## src/common/pbr_pkg.sv

```systemverilog
// constants for the 10BASE-T control and self-test register bank
// Function
// RULE_01: bit 13 lowers receive threshold
// RULE_02: squelch code 0..8 gives 200..600 mV
// RULE_03: bit 7 set stops link pulses
// RULE_04: bit 4 mirrors inverted polarity status
// RULE_05: control read clears polarity, status read not
// RULE_06: bit 0 disables jabber, 10BASE-Te only
// RULE_07: bits 15-8 count PRBS errored bytes
// RULE_08: write one bit 15 captures, clears counter
// RULE_09: mode zero saturates counter at FF
// RULE_10: packet gap equals four times field
// RULE_11: gap field resets to 7D
// RULE_12: reserved bits read zero, writes ignored
package pbr_pkg;
  // register indexes and byte addresses
  localparam logic [7:0] IDX_CTRL = 8'h1A;
  localparam logic [7:0] IDX_TEST = 8'h1B;
  localparam logic [7:0] IDX_IRQ_STAT = 8'h20;
  localparam logic [7:0] IDX_IRQ_MASK = 8'h21;
  localparam logic [9:0] ADDR_CTRL = {IDX_CTRL, 2'b00};
  localparam logic [9:0] ADDR_TEST = {IDX_TEST, 2'b00};
  localparam logic [9:0] ADDR_IRQ_STAT = {IDX_IRQ_STAT, 2'b00};
  localparam logic [9:0] ADDR_IRQ_MASK = {IDX_IRQ_MASK, 2'b00};
  // control register fields
  localparam int BIT_LOW_THR = 13;
  localparam int BIT_SQ_LO = 9;
  localparam int BIT_LINK_SUPP = 7;
  localparam int BIT_POL = 4;
  localparam int BIT_JAB_DIS = 0;
  localparam int BIT_STAT_POL = 12;
  localparam logic [15:0] CTRL_WMASK = 16'h3E81;
  localparam logic [15:0] CTRL_RESET = 16'h0000;
  // self-test register fields
  localparam int BIT_CAPTURE = 15;
  localparam int BIT_CNT_LO = 8;
  localparam logic [7:0] GAP_RESET = 8'h7D;
  localparam logic [7:0] CNT_MAX = 8'hFF;
  localparam int GAP_SHIFT = 2;
  // squelch thresholds in mV
  localparam logic [9:0] SQ_BASE_MV = 10'h0C8;
  localparam logic [9:0] SQ_STEP_MV = 10'h032;
  localparam logic [3:0] SQ_MAX_CODE = 4'h8;
  // interrupt status bits
  localparam int IRQ_POL = 0;
  localparam int IRQ_SAT = 1;
  localparam int IRQ_W = 2;
endpackage

```

## src/verilog/pbr_regs.sv

```systemverilog
// 10BASE-T control and self-test register bank behind classic Wishbone
`timescale 1ns/100ps
module pbr_regs (
  input wire logic clock, // 250 MHz clock
  input wire logic rst_n, // sync reset, active low
  input wire logic wbCyc, // wishbone cycle
  input wire logic wbStb, // wishbone strobe
  input wire logic wbWe, // wishbone write enable
  input wire logic [9:0] wbAdr, // byte address
  input wire logic [3:0] wbSel, // byte selects
  input wire logic [31:0] wbDatI, // write data
  output logic [31:0] wbDatO, // read data
  output logic wbAck, // acknowledge
  input wire logic polarityInverted, // pulse: inverted polarity seen
  input wire logic prbsByteBad, // pulse: errored PRBS byte
  input wire logic errCountMode, // error counter mode, 0 saturates
  input wire logic statusRead, // pulse: phy status register read
  output logic statusPolarity, // general_phy_status polarity bit
  output logic lowRxThreshold, // lower 10BASE-T threshold
  output logic [9:0] squelchMv, // squelch-on threshold in mV
  output logic linkPulseEnable, // transmit normal link pulses
  output logic jabberEnable, // jabber active in 10BASE-Te
  output logic [9:0] testPacketGapBytes, // gap between test packets
  output logic irq // level interrupt
);
  logic [15:0] ctrl_ff;
  logic pol_ff;
  logic [7:0] cnt_ff;
  logic [7:0] held_ff;
  logic [7:0] gap_ff;
  logic [pbr_pkg::IRQ_W-1:0] stat_ff;
  logic [pbr_pkg::IRQ_W-1:0] mask_ff;
  logic ack_ff;
  logic [31:0] dat_ff;
  logic req;
  logic wrLo;
  logic wrHi;
  logic rdCtrl;
  logic satHit;
  logic capWr;
  logic gapWr;

  // byte-lane write strobe for one register
  function automatic logic wrHit(input logic [9:0] adr, input logic [9:0] reg_adr,
                                 input logic sel);
    return (adr == reg_adr) && sel;
  endfunction

  // single new request, answered one cycle later
  assign req = wbCyc && wbStb && !ack_ff;
  assign wrLo = req && wbWe;
  assign wrHi = req && wbWe;
  assign rdCtrl = req && !wbWe && (wbAdr == pbr_pkg::ADDR_CTRL);
  // capture write on the high lane, gap write on the low lane
  assign capWr = wrHit(wbAdr, pbr_pkg::ADDR_TEST, wbSel[1]) && wrHi
                 && wbDatI[pbr_pkg::BIT_CAPTURE];
  assign gapWr = wrHit(wbAdr, pbr_pkg::ADDR_TEST, wbSel[0]) && wrLo;
  // a capture in the same cycle clears the count, so no saturation event
  assign satHit = prbsByteBad && !errCountMode && !capWr
                  && (cnt_ff == pbr_pkg::CNT_MAX - 8'h01);

  // ack strobe
  always_ff @(posedge clock) begin
    if (!rst_n) begin
      ack_ff <= 1'b0;
    end else begin
      ack_ff <= req;
    end
  end

  // control register, writable bits only
  always_ff @(posedge clock) begin
    if (!rst_n) begin
      ctrl_ff <= pbr_pkg::CTRL_RESET;
    end else begin
      if (wrHit(wbAdr, pbr_pkg::ADDR_CTRL, wbSel[0]) && wrLo) begin
        ctrl_ff[7:0] <= wbDatI[7:0] & pbr_pkg::CTRL_WMASK[7:0]; // see RULE_12
      end
      if (wrHit(wbAdr, pbr_pkg::ADDR_CTRL, wbSel[1]) && wrHi) begin
        ctrl_ff[15:8] <= wbDatI[15:8] & pbr_pkg::CTRL_WMASK[15:8]; // see RULE_12
      end
    end
  end

  // polarity flag, cleared by control read; new event wins
  always_ff @(posedge clock) begin
    if (!rst_n) begin
      pol_ff <= 1'b0;
    end else if (polarityInverted) begin
      pol_ff <= 1'b1;
    end else if (rdCtrl) begin
      pol_ff <= 1'b0; // see RULE_05
    end
  end

  // running errored-byte counter
  always_ff @(posedge clock) begin
    if (!rst_n) begin
      cnt_ff <= 8'h00;
    end else if (capWr) begin
      cnt_ff <= {7'h00, prbsByteBad}; // see RULE_08
    end else if (prbsByteBad) begin
      if (errCountMode || cnt_ff != pbr_pkg::CNT_MAX) begin
        cnt_ff <= cnt_ff + 8'h01; // see RULE_07 RULE_09
      end
    end
  end

  // captured count and gap field
  always_ff @(posedge clock) begin
    if (!rst_n) begin
      held_ff <= 8'h00;
      gap_ff <= pbr_pkg::GAP_RESET; // see RULE_11
    end else begin
      if (capWr) begin
        held_ff <= cnt_ff; // see RULE_08
      end
      if (gapWr) begin
        gap_ff <= wbDatI[7:0];
      end
    end
  end

  // interrupt status, write one to clear, set wins; mask written directly
  always_ff @(posedge clock) begin
    if (!rst_n) begin
      stat_ff <= '0;
      mask_ff <= '0;
    end else begin
      for (int i = 0; i < pbr_pkg::IRQ_W; i++) begin
        if ((i == pbr_pkg::IRQ_POL && polarityInverted) || (i == pbr_pkg::IRQ_SAT && satHit)) begin
          stat_ff[i] <= 1'b1;
        end else if (wrHit(wbAdr, pbr_pkg::ADDR_IRQ_STAT, wbSel[0]) && wrLo && wbDatI[i]) begin
          stat_ff[i] <= 1'b0;
        end
      end
      if (wrHit(wbAdr, pbr_pkg::ADDR_IRQ_MASK, wbSel[0]) && wrLo) begin
        mask_ff <= wbDatI[pbr_pkg::IRQ_W-1:0];
      end
    end
  end

  // read data register, unmapped reads zero
  always_ff @(posedge clock) begin
    if (!rst_n) begin
      dat_ff <= 32'h0000_0000;
    end else if (req && !wbWe) begin
      case (wbAdr)
        pbr_pkg::ADDR_CTRL: dat_ff <= {16'h0, ctrl_ff[15:5], pol_ff, ctrl_ff[3:0]}; // see RULE_04
        pbr_pkg::ADDR_TEST: dat_ff <= {16'h0000, held_ff, gap_ff};
        pbr_pkg::ADDR_IRQ_STAT: dat_ff <= {30'h0, stat_ff};
        pbr_pkg::ADDR_IRQ_MASK: dat_ff <= {30'h0, mask_ff};
        default: dat_ff <= 32'h0000_0000;
      endcase
    end
  end

  assign wbAck = ack_ff;
  assign wbDatO = dat_ff;
  // the status copy is never cleared by statusRead
  assign statusPolarity = pol_ff; // see RULE_04 RULE_05
  assign lowRxThreshold = ctrl_ff[pbr_pkg::BIT_LOW_THR]; // see RULE_01
  // codes above 8 are held at the top threshold
  assign squelchMv = (ctrl_ff[12:9] > pbr_pkg::SQ_MAX_CODE)
    ? pbr_pkg::SQ_BASE_MV + 10'(pbr_pkg::SQ_STEP_MV * 10'(pbr_pkg::SQ_MAX_CODE))
    : pbr_pkg::SQ_BASE_MV + 10'(pbr_pkg::SQ_STEP_MV * 10'(ctrl_ff[12:9])); // see RULE_02
  assign linkPulseEnable = !ctrl_ff[pbr_pkg::BIT_LINK_SUPP]; // see RULE_03
  assign jabberEnable = !ctrl_ff[pbr_pkg::BIT_JAB_DIS]; // see RULE_06
  assign testPacketGapBytes = {gap_ff, 2'b00}; // see RULE_10
  assign irq = |(stat_ff & mask_ff);

  // polarity event is visible next cycle, read clears it
  property p_pol_set;
    @(posedge clock) disable iff (!rst_n) polarityInverted |=> statusPolarity;
  endproperty
  a_pol_set: assert property (p_pol_set) else $error("polarity not latched"); // see RULE_04

  property p_pol_clear;
    @(posedge clock) disable iff (!rst_n)
      rdCtrl && !polarityInverted |=> !statusPolarity;
  endproperty
  a_pol_clear: assert property (p_pol_clear) else $error("read left polarity"); // see RULE_05

  property p_stat_read;
    @(posedge clock) disable iff (!rst_n)
      statusRead && !rdCtrl && statusPolarity |=> statusPolarity;
  endproperty
  a_stat_read: assert property (p_stat_read) else $error("status read cleared"); // see RULE_05

  property p_saturate;
    @(posedge clock) disable iff (!rst_n)
      !errCountMode && cnt_ff == 8'hFF && !(req && wbWe) |=> cnt_ff == 8'hFF;
  endproperty
  a_saturate: assert property (p_saturate) else $error("counter wrapped"); // see RULE_09

  property p_count;
    @(posedge clock) disable iff (!rst_n)
      prbsByteBad && cnt_ff < 8'hFE && !(req && wbWe) |=> cnt_ff == $past(cnt_ff) + 8'h01;
  endproperty
  a_count: assert property (p_count) else $error("errored byte not counted"); // see RULE_07

  property p_capture;
    @(posedge clock) disable iff (!rst_n)
      wrHi && wbAdr == pbr_pkg::ADDR_TEST && wbSel[1] && wbDatI[15]
      |=> held_ff == $past(cnt_ff) && cnt_ff <= 8'h01;
  endproperty
  a_capture: assert property (p_capture) else $error("capture failed"); // see RULE_08

  property p_gap;
    @(posedge clock) disable iff (!rst_n) testPacketGapBytes == 10'(gap_ff) * 10'h004;
  endproperty
  a_gap: assert property (p_gap) else $error("gap not four times field"); // see RULE_10

  property p_gap_reset;
    @(posedge clock) !rst_n |=> gap_ff == 8'h7D && ctrl_ff == 16'h0000;
  endproperty
  a_gap_reset: assert property (p_gap_reset) else $error("bad reset values"); // see RULE_11

  property p_reserved;
    @(posedge clock) disable iff (!rst_n) (ctrl_ff & ~16'h3E81) == 16'h0000;
  endproperty
  a_reserved: assert property (p_reserved) else $error("reserved bit stored"); // see RULE_12

  property p_ctrl_out;
    @(posedge clock) disable iff (!rst_n)
      linkPulseEnable == !ctrl_ff[7] && jabberEnable == !ctrl_ff[0]
      && lowRxThreshold == ctrl_ff[13];
  endproperty
  a_ctrl_out: assert property (p_ctrl_out) else $error("ctrl out"); // see RULE_01 RULE_03 RULE_06

  property p_squelch;
    @(posedge clock) disable iff (!rst_n)
      ctrl_ff[12:9] == 4'h0 |-> squelchMv == 10'h0C8;
  endproperty
  a_squelch: assert property (p_squelch) else $error("squelch base wrong"); // see RULE_02

  property p_squelch_top;
    @(posedge clock) disable iff (!rst_n)
      ctrl_ff[12:9] >= pbr_pkg::SQ_MAX_CODE |-> squelchMv == 10'h258;
  endproperty
  a_squelch_top: assert property (p_squelch_top) else $error("squelch top wrong"); // see RULE_02

  property p_squelch_mid;
    @(posedge clock) disable iff (!rst_n)
      ctrl_ff[12:9] == 4'h4 |-> squelchMv == 10'h190;
  endproperty
  a_squelch_mid: assert property (p_squelch_mid) else $error("squelch step wrong"); // see RULE_02

  // wrap mode rolls over instead of sticking at the top
  property p_wrap;
    @(posedge clock) disable iff (!rst_n)
      errCountMode && prbsByteBad && cnt_ff == 8'hFF && !capWr |=> cnt_ff == 8'h00;
  endproperty
  a_wrap: assert property (p_wrap) else $error("counter did not wrap"); // see RULE_09

  property p_sat_flag;
    @(posedge clock) disable iff (!rst_n) satHit |=> stat_ff[pbr_pkg::IRQ_SAT];
  endproperty
  a_sat_flag: assert property (p_sat_flag) else $error("saturation not flagged"); // see RULE_09

  // captured count only moves on a capture write
  property p_held;
    @(posedge clock) disable iff (!rst_n) !capWr |=> $stable(held_ff);
  endproperty
  a_held: assert property (p_held) else $error("captured count moved"); // see RULE_08

  property p_gap_write;
    @(posedge clock) disable iff (!rst_n) gapWr |=> gap_ff == $past(wbDatI[7:0]);
  endproperty
  a_gap_write: assert property (p_gap_write) else $error("gap write lost"); // see RULE_10

  // read data shows the registers as they stood when the read was taken
  property p_pol_read;
    @(posedge clock) disable iff (!rst_n)
      rdCtrl |=> wbDatO[pbr_pkg::BIT_POL] == $past(pol_ff);
  endproperty
  a_pol_read: assert property (p_pol_read) else $error("polarity bit not read"); // see RULE_04

  property p_ctrl_read;
    @(posedge clock) disable iff (!rst_n)
      rdCtrl |=> wbDatO[31:14] == 18'h00000 && wbDatO[8] == 1'b0 && wbDatO[6:5] == 2'h0
      && wbDatO[3:1] == 3'h0;
  endproperty
  a_ctrl_read: assert property (p_ctrl_read) else $error("reserved bit read high"); // see RULE_12

  property p_test_read;
    @(posedge clock) disable iff (!rst_n)
      req && !wbWe && wbAdr == pbr_pkg::ADDR_TEST
      |=> wbDatO == {16'h0000, $past(held_ff), $past(gap_ff)};
  endproperty
  a_test_read: assert property (p_test_read) else $error("self-test read wrong"); // see RULE_07

  // bus handshake: one ack per taken request, read data held between reads
  property p_ack_resp;
    @(posedge clock) disable iff (!rst_n) req |=> wbAck;
  endproperty
  a_ack_resp: assert property (p_ack_resp) else $error("request not acknowledged");

  property p_ack_pulse;
    @(posedge clock) disable iff (!rst_n) wbAck |=> !wbAck;
  endproperty
  a_ack_pulse: assert property (p_ack_pulse) else $error("ack longer than one cycle");

  property p_dat_hold;
    @(posedge clock) disable iff (!rst_n) !(req && !wbWe) |=> $stable(wbDatO);
  endproperty
  a_dat_hold: assert property (p_dat_hold) else $error("read data changed without read");
endmodule

```

## config.mk

```make
export PLATFORM = sky130hd
export DESIGN_NAME = pbr_regs
export DESIGN_NICKNAME = d
export VERILOG_FILES = /design/src/common/pbr_pkg.sv /design/src/verilog/pbr_regs.sv
export SDC_FILE = /design/constraint.sdc
export NUM_CORES = 1
export LEC_CHECK = 0
export ABC_AREA = 1
export CAP_MARGIN = 20
export CORE_MARGIN = 5
export CORE_UTILIZATION = 36
export DETAILED_ROUTE_END_ITERATION = 10
export DONT_BUFFER_PORTS = 1
export GPL_TIMING_DRIVEN = 0
export MAX_ROUTING_LAYER = met4
export PLACE_DENSITY = 0.48
export SLEW_MARGIN = 5
export SYNTH_ARGS = -nofsm -noshare
export SYNTH_HDL_FRONTEND = slang
export SYNTH_SLANG_ARGS = --single-unit
```

## constraint.sdc

```tcl
create_clock -name clock -period 3.6 [get_ports clock]
set_clock_uncertainty 0.2 [all_clocks]
set_input_delay 0.54 -clock clock [delete_from_list [all_inputs] [get_ports clock]]
set_output_delay 0.54 -clock clock [all_outputs]
set_load 0.01 [all_outputs]
```

# After elaboration in Yosys (flattened, before gate mapping)
# Index checks and enable logic that the tools add are counted.
# W data, S select, Z words.
[op_classes] add_sub_neg=2 mul=1 n_lt_le_gt_ge=1 n_eq_ne=6 n_mux=11 n_bitwise=2 n_reduce_logical=39
[op_table] cell="$pmux W16 S4" n=1
[op_table] cell="$logic_and A1 B1 Y1" n=23
[op_table] cell="$eq A10 B7 Y1 const B" n=2
[op_table] cell="$eq A10 B8 Y1 const B" n=2
[op_table] cell="$add A8 B10 Y10 const A" n=1
[op_table] cell="$mux W10" n=1
[op_table] cell="$reduce_bool A2 Y1" n=5
[op_table] cell="$mul A5 B4 Y9 const A" n=1
[op_table] cell="$mux W1" n=9
[op_table] cell="$add A8 B1 Y8 const B" n=1
[op_table] cell="$eq A8 B8 Y1 const B" n=1
[op_table] cell="$ne A8 B8 Y1 const B" n=1
[op_table] cell="$logic_not A1 Y1" n=6
[op_table] cell="$gt A4 B4 Y1 const B" n=1
[op_table] cell="$reduce_and A2 Y1" n=2
[op_table] cell="$reduce_or A2 Y1" n=2
[op_table] cell="$and A2 B2 Y2" n=1
[op_table] cell="$logic_or A1 B1 Y1" n=1
[op_table] cell="$not A1 Y1" n=1
[totals] register_bits=69 in_bits=55 output_inout_bits=58 word_cells=74

# Longest topological paths before layout
[logic_depth] word_depth=9 depth_mapped=11 depth_no_buf=11

# Worst setup path before layout
# Ideal clock, no wire load.
[synth_timing] path_kind="register -> output" from="register ctrl_ff[9]" to="output squelchMv[9]" t_arrival_ns=1.906 required_time_ns=2.860 path_slack_ns=0.954 stages_incl_launch_ff=10 n_path_buf=0 path_cell_list="dfxtp_1 > inv_1 > ha_1 > ha_1 > inv_1 > fa_1 > xnor2_1 > nand3b_1 > a21o_1 > nand3_1"
[synth_via] elab_chain_cells=3 elab_cells_between_ends=4 cone_classes="1 x add/sub; 1 x mul; 1 x order compare; 1 x mux"
[synth_rtl] item="start, declared" line="pbr_regs.sv:26" source="logic [15:0] ctrl_ff;"
[synth_rtl] item="start signal, assigned" line="pbr_regs.sv:74" source="ctrl_ff <= pbr_pkg::CTRL_RESET;"
[synth_rtl] item="start signal, assigned" line="pbr_regs.sv:80" source="ctrl_ff[15:8] <= wbDatI[15:8] & pbr_pkg::CTRL_WMASK[15:8];"
[synth_rtl] item="$mul A5 B4 Y9" line="pbr_regs.sv:166" source=": pbr_pkg::SQ_BASE_MV + 10'(pbr_pkg::SQ_STEP_MV * 10'(ctrl_ff[12:9]));"
[synth_rtl] item="$add A8 B10 Y10" line="pbr_regs.sv:166"
[synth_rtl] item="$mux W10 (*)" line="pbr_regs.sv:165" source="? pbr_pkg::SQ_BASE_MV + 10'(pbr_pkg::SQ_STEP_MV * 10'(pbr_pkg::SQ_MAX_CODE))"
[synth_rtl] item="end, declared" line="pbr_regs.sv:20" source="output logic [9:0] squelchMv,"
# Mark *: on every way between the ends. The rest lies on a longest branch, timed or not.

# Final worst setup path
# Ends and elaborated chain as after synthesis.

==> impl_metrics.tcl <==
set metrics [dict create \
    setup_ws_ns 0.428 \
    antenna_found_initial 0 \
    min_period_ns 3.17 \
    cp_max_fo 5 \
    seq_area_frac_synth_pct 36.4 \
    clk_pin_slew_ns 0.10 \
    rrSetupSlack_ns 1.78 \
    async_reset_ff_share_pct 0 \
    synth_cell_types 35 \
    wire_per_inst_um 13.5 \
    yosysMostFrequentCell "nand2_1" \
    drt-initial-drc-count 78 \
    totalPowerFinal_w 0.00102 \
    r2r_start "cnt_ff[1]$_SDFFE_PP0P_" \
    p_per_area_nw_per_um2 319 \
    die_h_um 99.9 \
    ys.flop_type "dfxtp_1" \
    tightest_slew_ns 0.524 \
    row_count 32 \
    globalRouteMet1Util_pct 20.5 \
    final_area_um2 3200 \
    ioPinCount 113 \
    drc 0 \
    rsz0062_at_grt "no" \
    pre_cts_slack_ns 0.731 \
    grt_pass1_wl_mm 11.6 \
    grt_max_degree 18 \
    hold_violations 0 \
    top_usage_layer "met2" \
    grt_pass1_vias 2260 \
    grt.overflow.total 0 \
    route.vias.total 2428 \
    place_hpwl_mm 5.69 \
    max_freq_mhz 315 \
    status "complete, no violations" \
    ys_warn_count 0 \
    worstHoldPathCells 2 \
    worst-setup-path-type "reg -> out" \
    globalRouteTotalUtil_pct 14.8 \
    ys_top_cells_by_area "dfxtp_1, nand2_1, ha_1" \
    diodes 0 \
    syn_inst 401 \
    start_util_pct 37.3 \
    ff2ff_path_depth 8 \
    die_w_um 99.9 \
    antenna_left 0 \
    clk-insertion-delay-late_ns 0.30 \
    maxSlewViolCount 0 \
    portBuffers 0 \
    ys_ff_latch 53 \
    cts_made_buffers 5 \
    clock_sinks 53 \
    postCtsSetupBuffers 0 \
    avgSynthCellArea_um2 7.26 \
    core_um2 7810 \
    required_ns 2.86 \
    post_cts_resized 0 \
    cp-start-kind "flip-flop" \
    nets 497 \
    hp-class "in -> reg" \
    ctsHoldBuffers 0 \
    area_growth_pct 9.84 \
    endpoint_kind "output port" \
    fin_tns_setup_ns 0 \
    maxSlewHeadroom_pct 65.1 \
    cp_data_arrival_time_ns 2.43 \
    slowest_stage "dfxtp_1" \
    drive_above_1_share_pct 14.1 \
    path_cells "inv_1 -> ha_1 -> ha_1 -> inv_1 -> fa_1 -> xnor2_1 -> nand3b_1 -> a21o_1 -> nand3_1" \
    ir_drop_v 0.000149 \
    gp_congestion 0.825 \
    viasPerCell 4.59 \
    synth_commonest_cells "nand2_1, dfxtp_1, nor2_1, inv_1, o21ai_0" \
    min_period_over_period_pct 88.1 \
    yosysTopAreaCell "dfxtp_1" \
    synth_edf_count 0 \
    grt_use_met3_pct 4.45 \
    cts_max_level 2 \
    hold_start "wbDatI[5]" \
    cpPeakStageDelay_ns 0.42 \
    grtUsageMet2_pct 21.6 \
    r2r-end "cnt_ff[1]$_SDFFE_PP0P_" \
    synth_top_cell_area_share_pct 36.4 \
    maxCapViolCount 0 \
    finalSetupViolations 0 \
    min_to "gap_ff[5]$_SDFFE_PN1P_" \
    dieArea_um2 9990 \
    place_area_um2 3110 \
    dr.pass1.iters 4 \
    cts_root_buf "clkbuf_8" \
    cts_tree "built" \
    netlist_area_um2 2910 \
    clk_path_buf_depth 2 \
    p_leak_nw 1.44 \
    drt-total-wl_mm 7.13 \
]
## registers in the layout, summed over array words and instances, names as in the netlist
signal and count:
held_ff 8, stat_ff 2, cnt_ff 8, mask_ff 2, wbAck 1, ctrl_ff 7
gap_ff 8, wbDatO 16, statusPolarity 1
## cells by family after synthesis
group,Yosys count,synth area share [%]
fa+ha+maj,16,7.13
buf+inv,72,12.8
simple gates,173,26.9
compound gates,80,14.8
other cells,1,0.129
xor+xnor,6,1.81
flops,53,36.4
## critical path, delay by kind of cell (launching register included)
| kind | cells | cell delay (ns) |
|---|---|---|
| and+or+nand+nor | 2 | 0.32 |
| DFF | 1 | 0.42 |
| adders and majority gates | 3 | 0.86 |
| xor gates and xnor gates | 1 | 0.17 |
| AOI/OAI and AO/OA | 1 | 0.20 |
| buffers and inverters | 2 | 0.15 |
## per-stage QoR
step,hold slack (ns),instances,util (%)
3_3_place_gp,0.243,521,39.8
3_5_place_dp,0.249,521,39.8
2_1_floorplan,0.224,419,-
6_report,0.156,529,41.0
4_1_cts,0.142,529,41.0
5_1_grt,0.144,529,41.0
## cell type report
cell class,count,area (um2)
sequential,53,1060
fill,853,4610
inverter,45,175
clock buffer,5,68.8
clock inverter,3,22.5
multi-input combinational,294,1550
buffer,27,198
tap,102,128
## worst max-delay path by stage
| stage | end | from |
|---|---|---|
| 6_report | squelchMv[9] | ctrl_ff[9]$_SDFFE_PN0P_ |
| 5_1_grt | squelchMv[8] | ctrl_ff[9]$_SDFFE_PN0P_ |
| 4_1_cts | squelchMv[9] | ctrl_ff[9]$_SDFFE_PN0P_ |
| 3_5_place_dp | squelchMv[9] | ctrl_ff[9]$_SDFFE_PN0P_ |
| 3_3_place_gp | squelchMv[9] | ctrl_ff[9]$_SDFFE_PN0P_ |
| 2_1_floorplan | squelchMv[9] | ctrl_ff[9]$_SDFFE_PN0P_ |
## cells in the final DEF (no fill, tap or decap), types with 3 or more instances in the layout
cell / instances
a21oi_2: 3
nand3_1: 25
nand2_2: 7
nand4_1: 3
clkinvlp_4: 3
clkbuf_1: 5
inv_2: 4
o21ai_0: 33
nor3_1: 4
xnor2_1: 3
buf_4: 19
nand2_1: 74
inv_1: 39
xor2_1: 3
conb_1: 19
nor2_4: 4
clkbuf_8: 5
o21ai_1: 7
dfxtp_1: 53
nor2_2: 4
a21oi_1: 31
nand2_4: 3
ha_1: 15
nor2_1: 46
## where the power goes
part | leakage [nW] | switching (W) | internal (W)
clock | 0.0364 | 0.000204 | 0.000137
sequential | 0.429 | 0.0000102 | 0.000594
combinational | 0.977 | 0.0000467 | 0.0000277
total | 1.44 | 0.000261 | 0.000759
## metal layers
metal | share of wire [%] | routed length [um] | up-vias
met2 | 42 | 3000 | 74
met5 | 0 | 0 | -
met1 | 48 | 3420 | 1051
met3 | 9.4 | 668 | 4
li1 | - | - | 1299
met4 | 0.53 | 38 | 0
(Power assumes the default switching activity.)
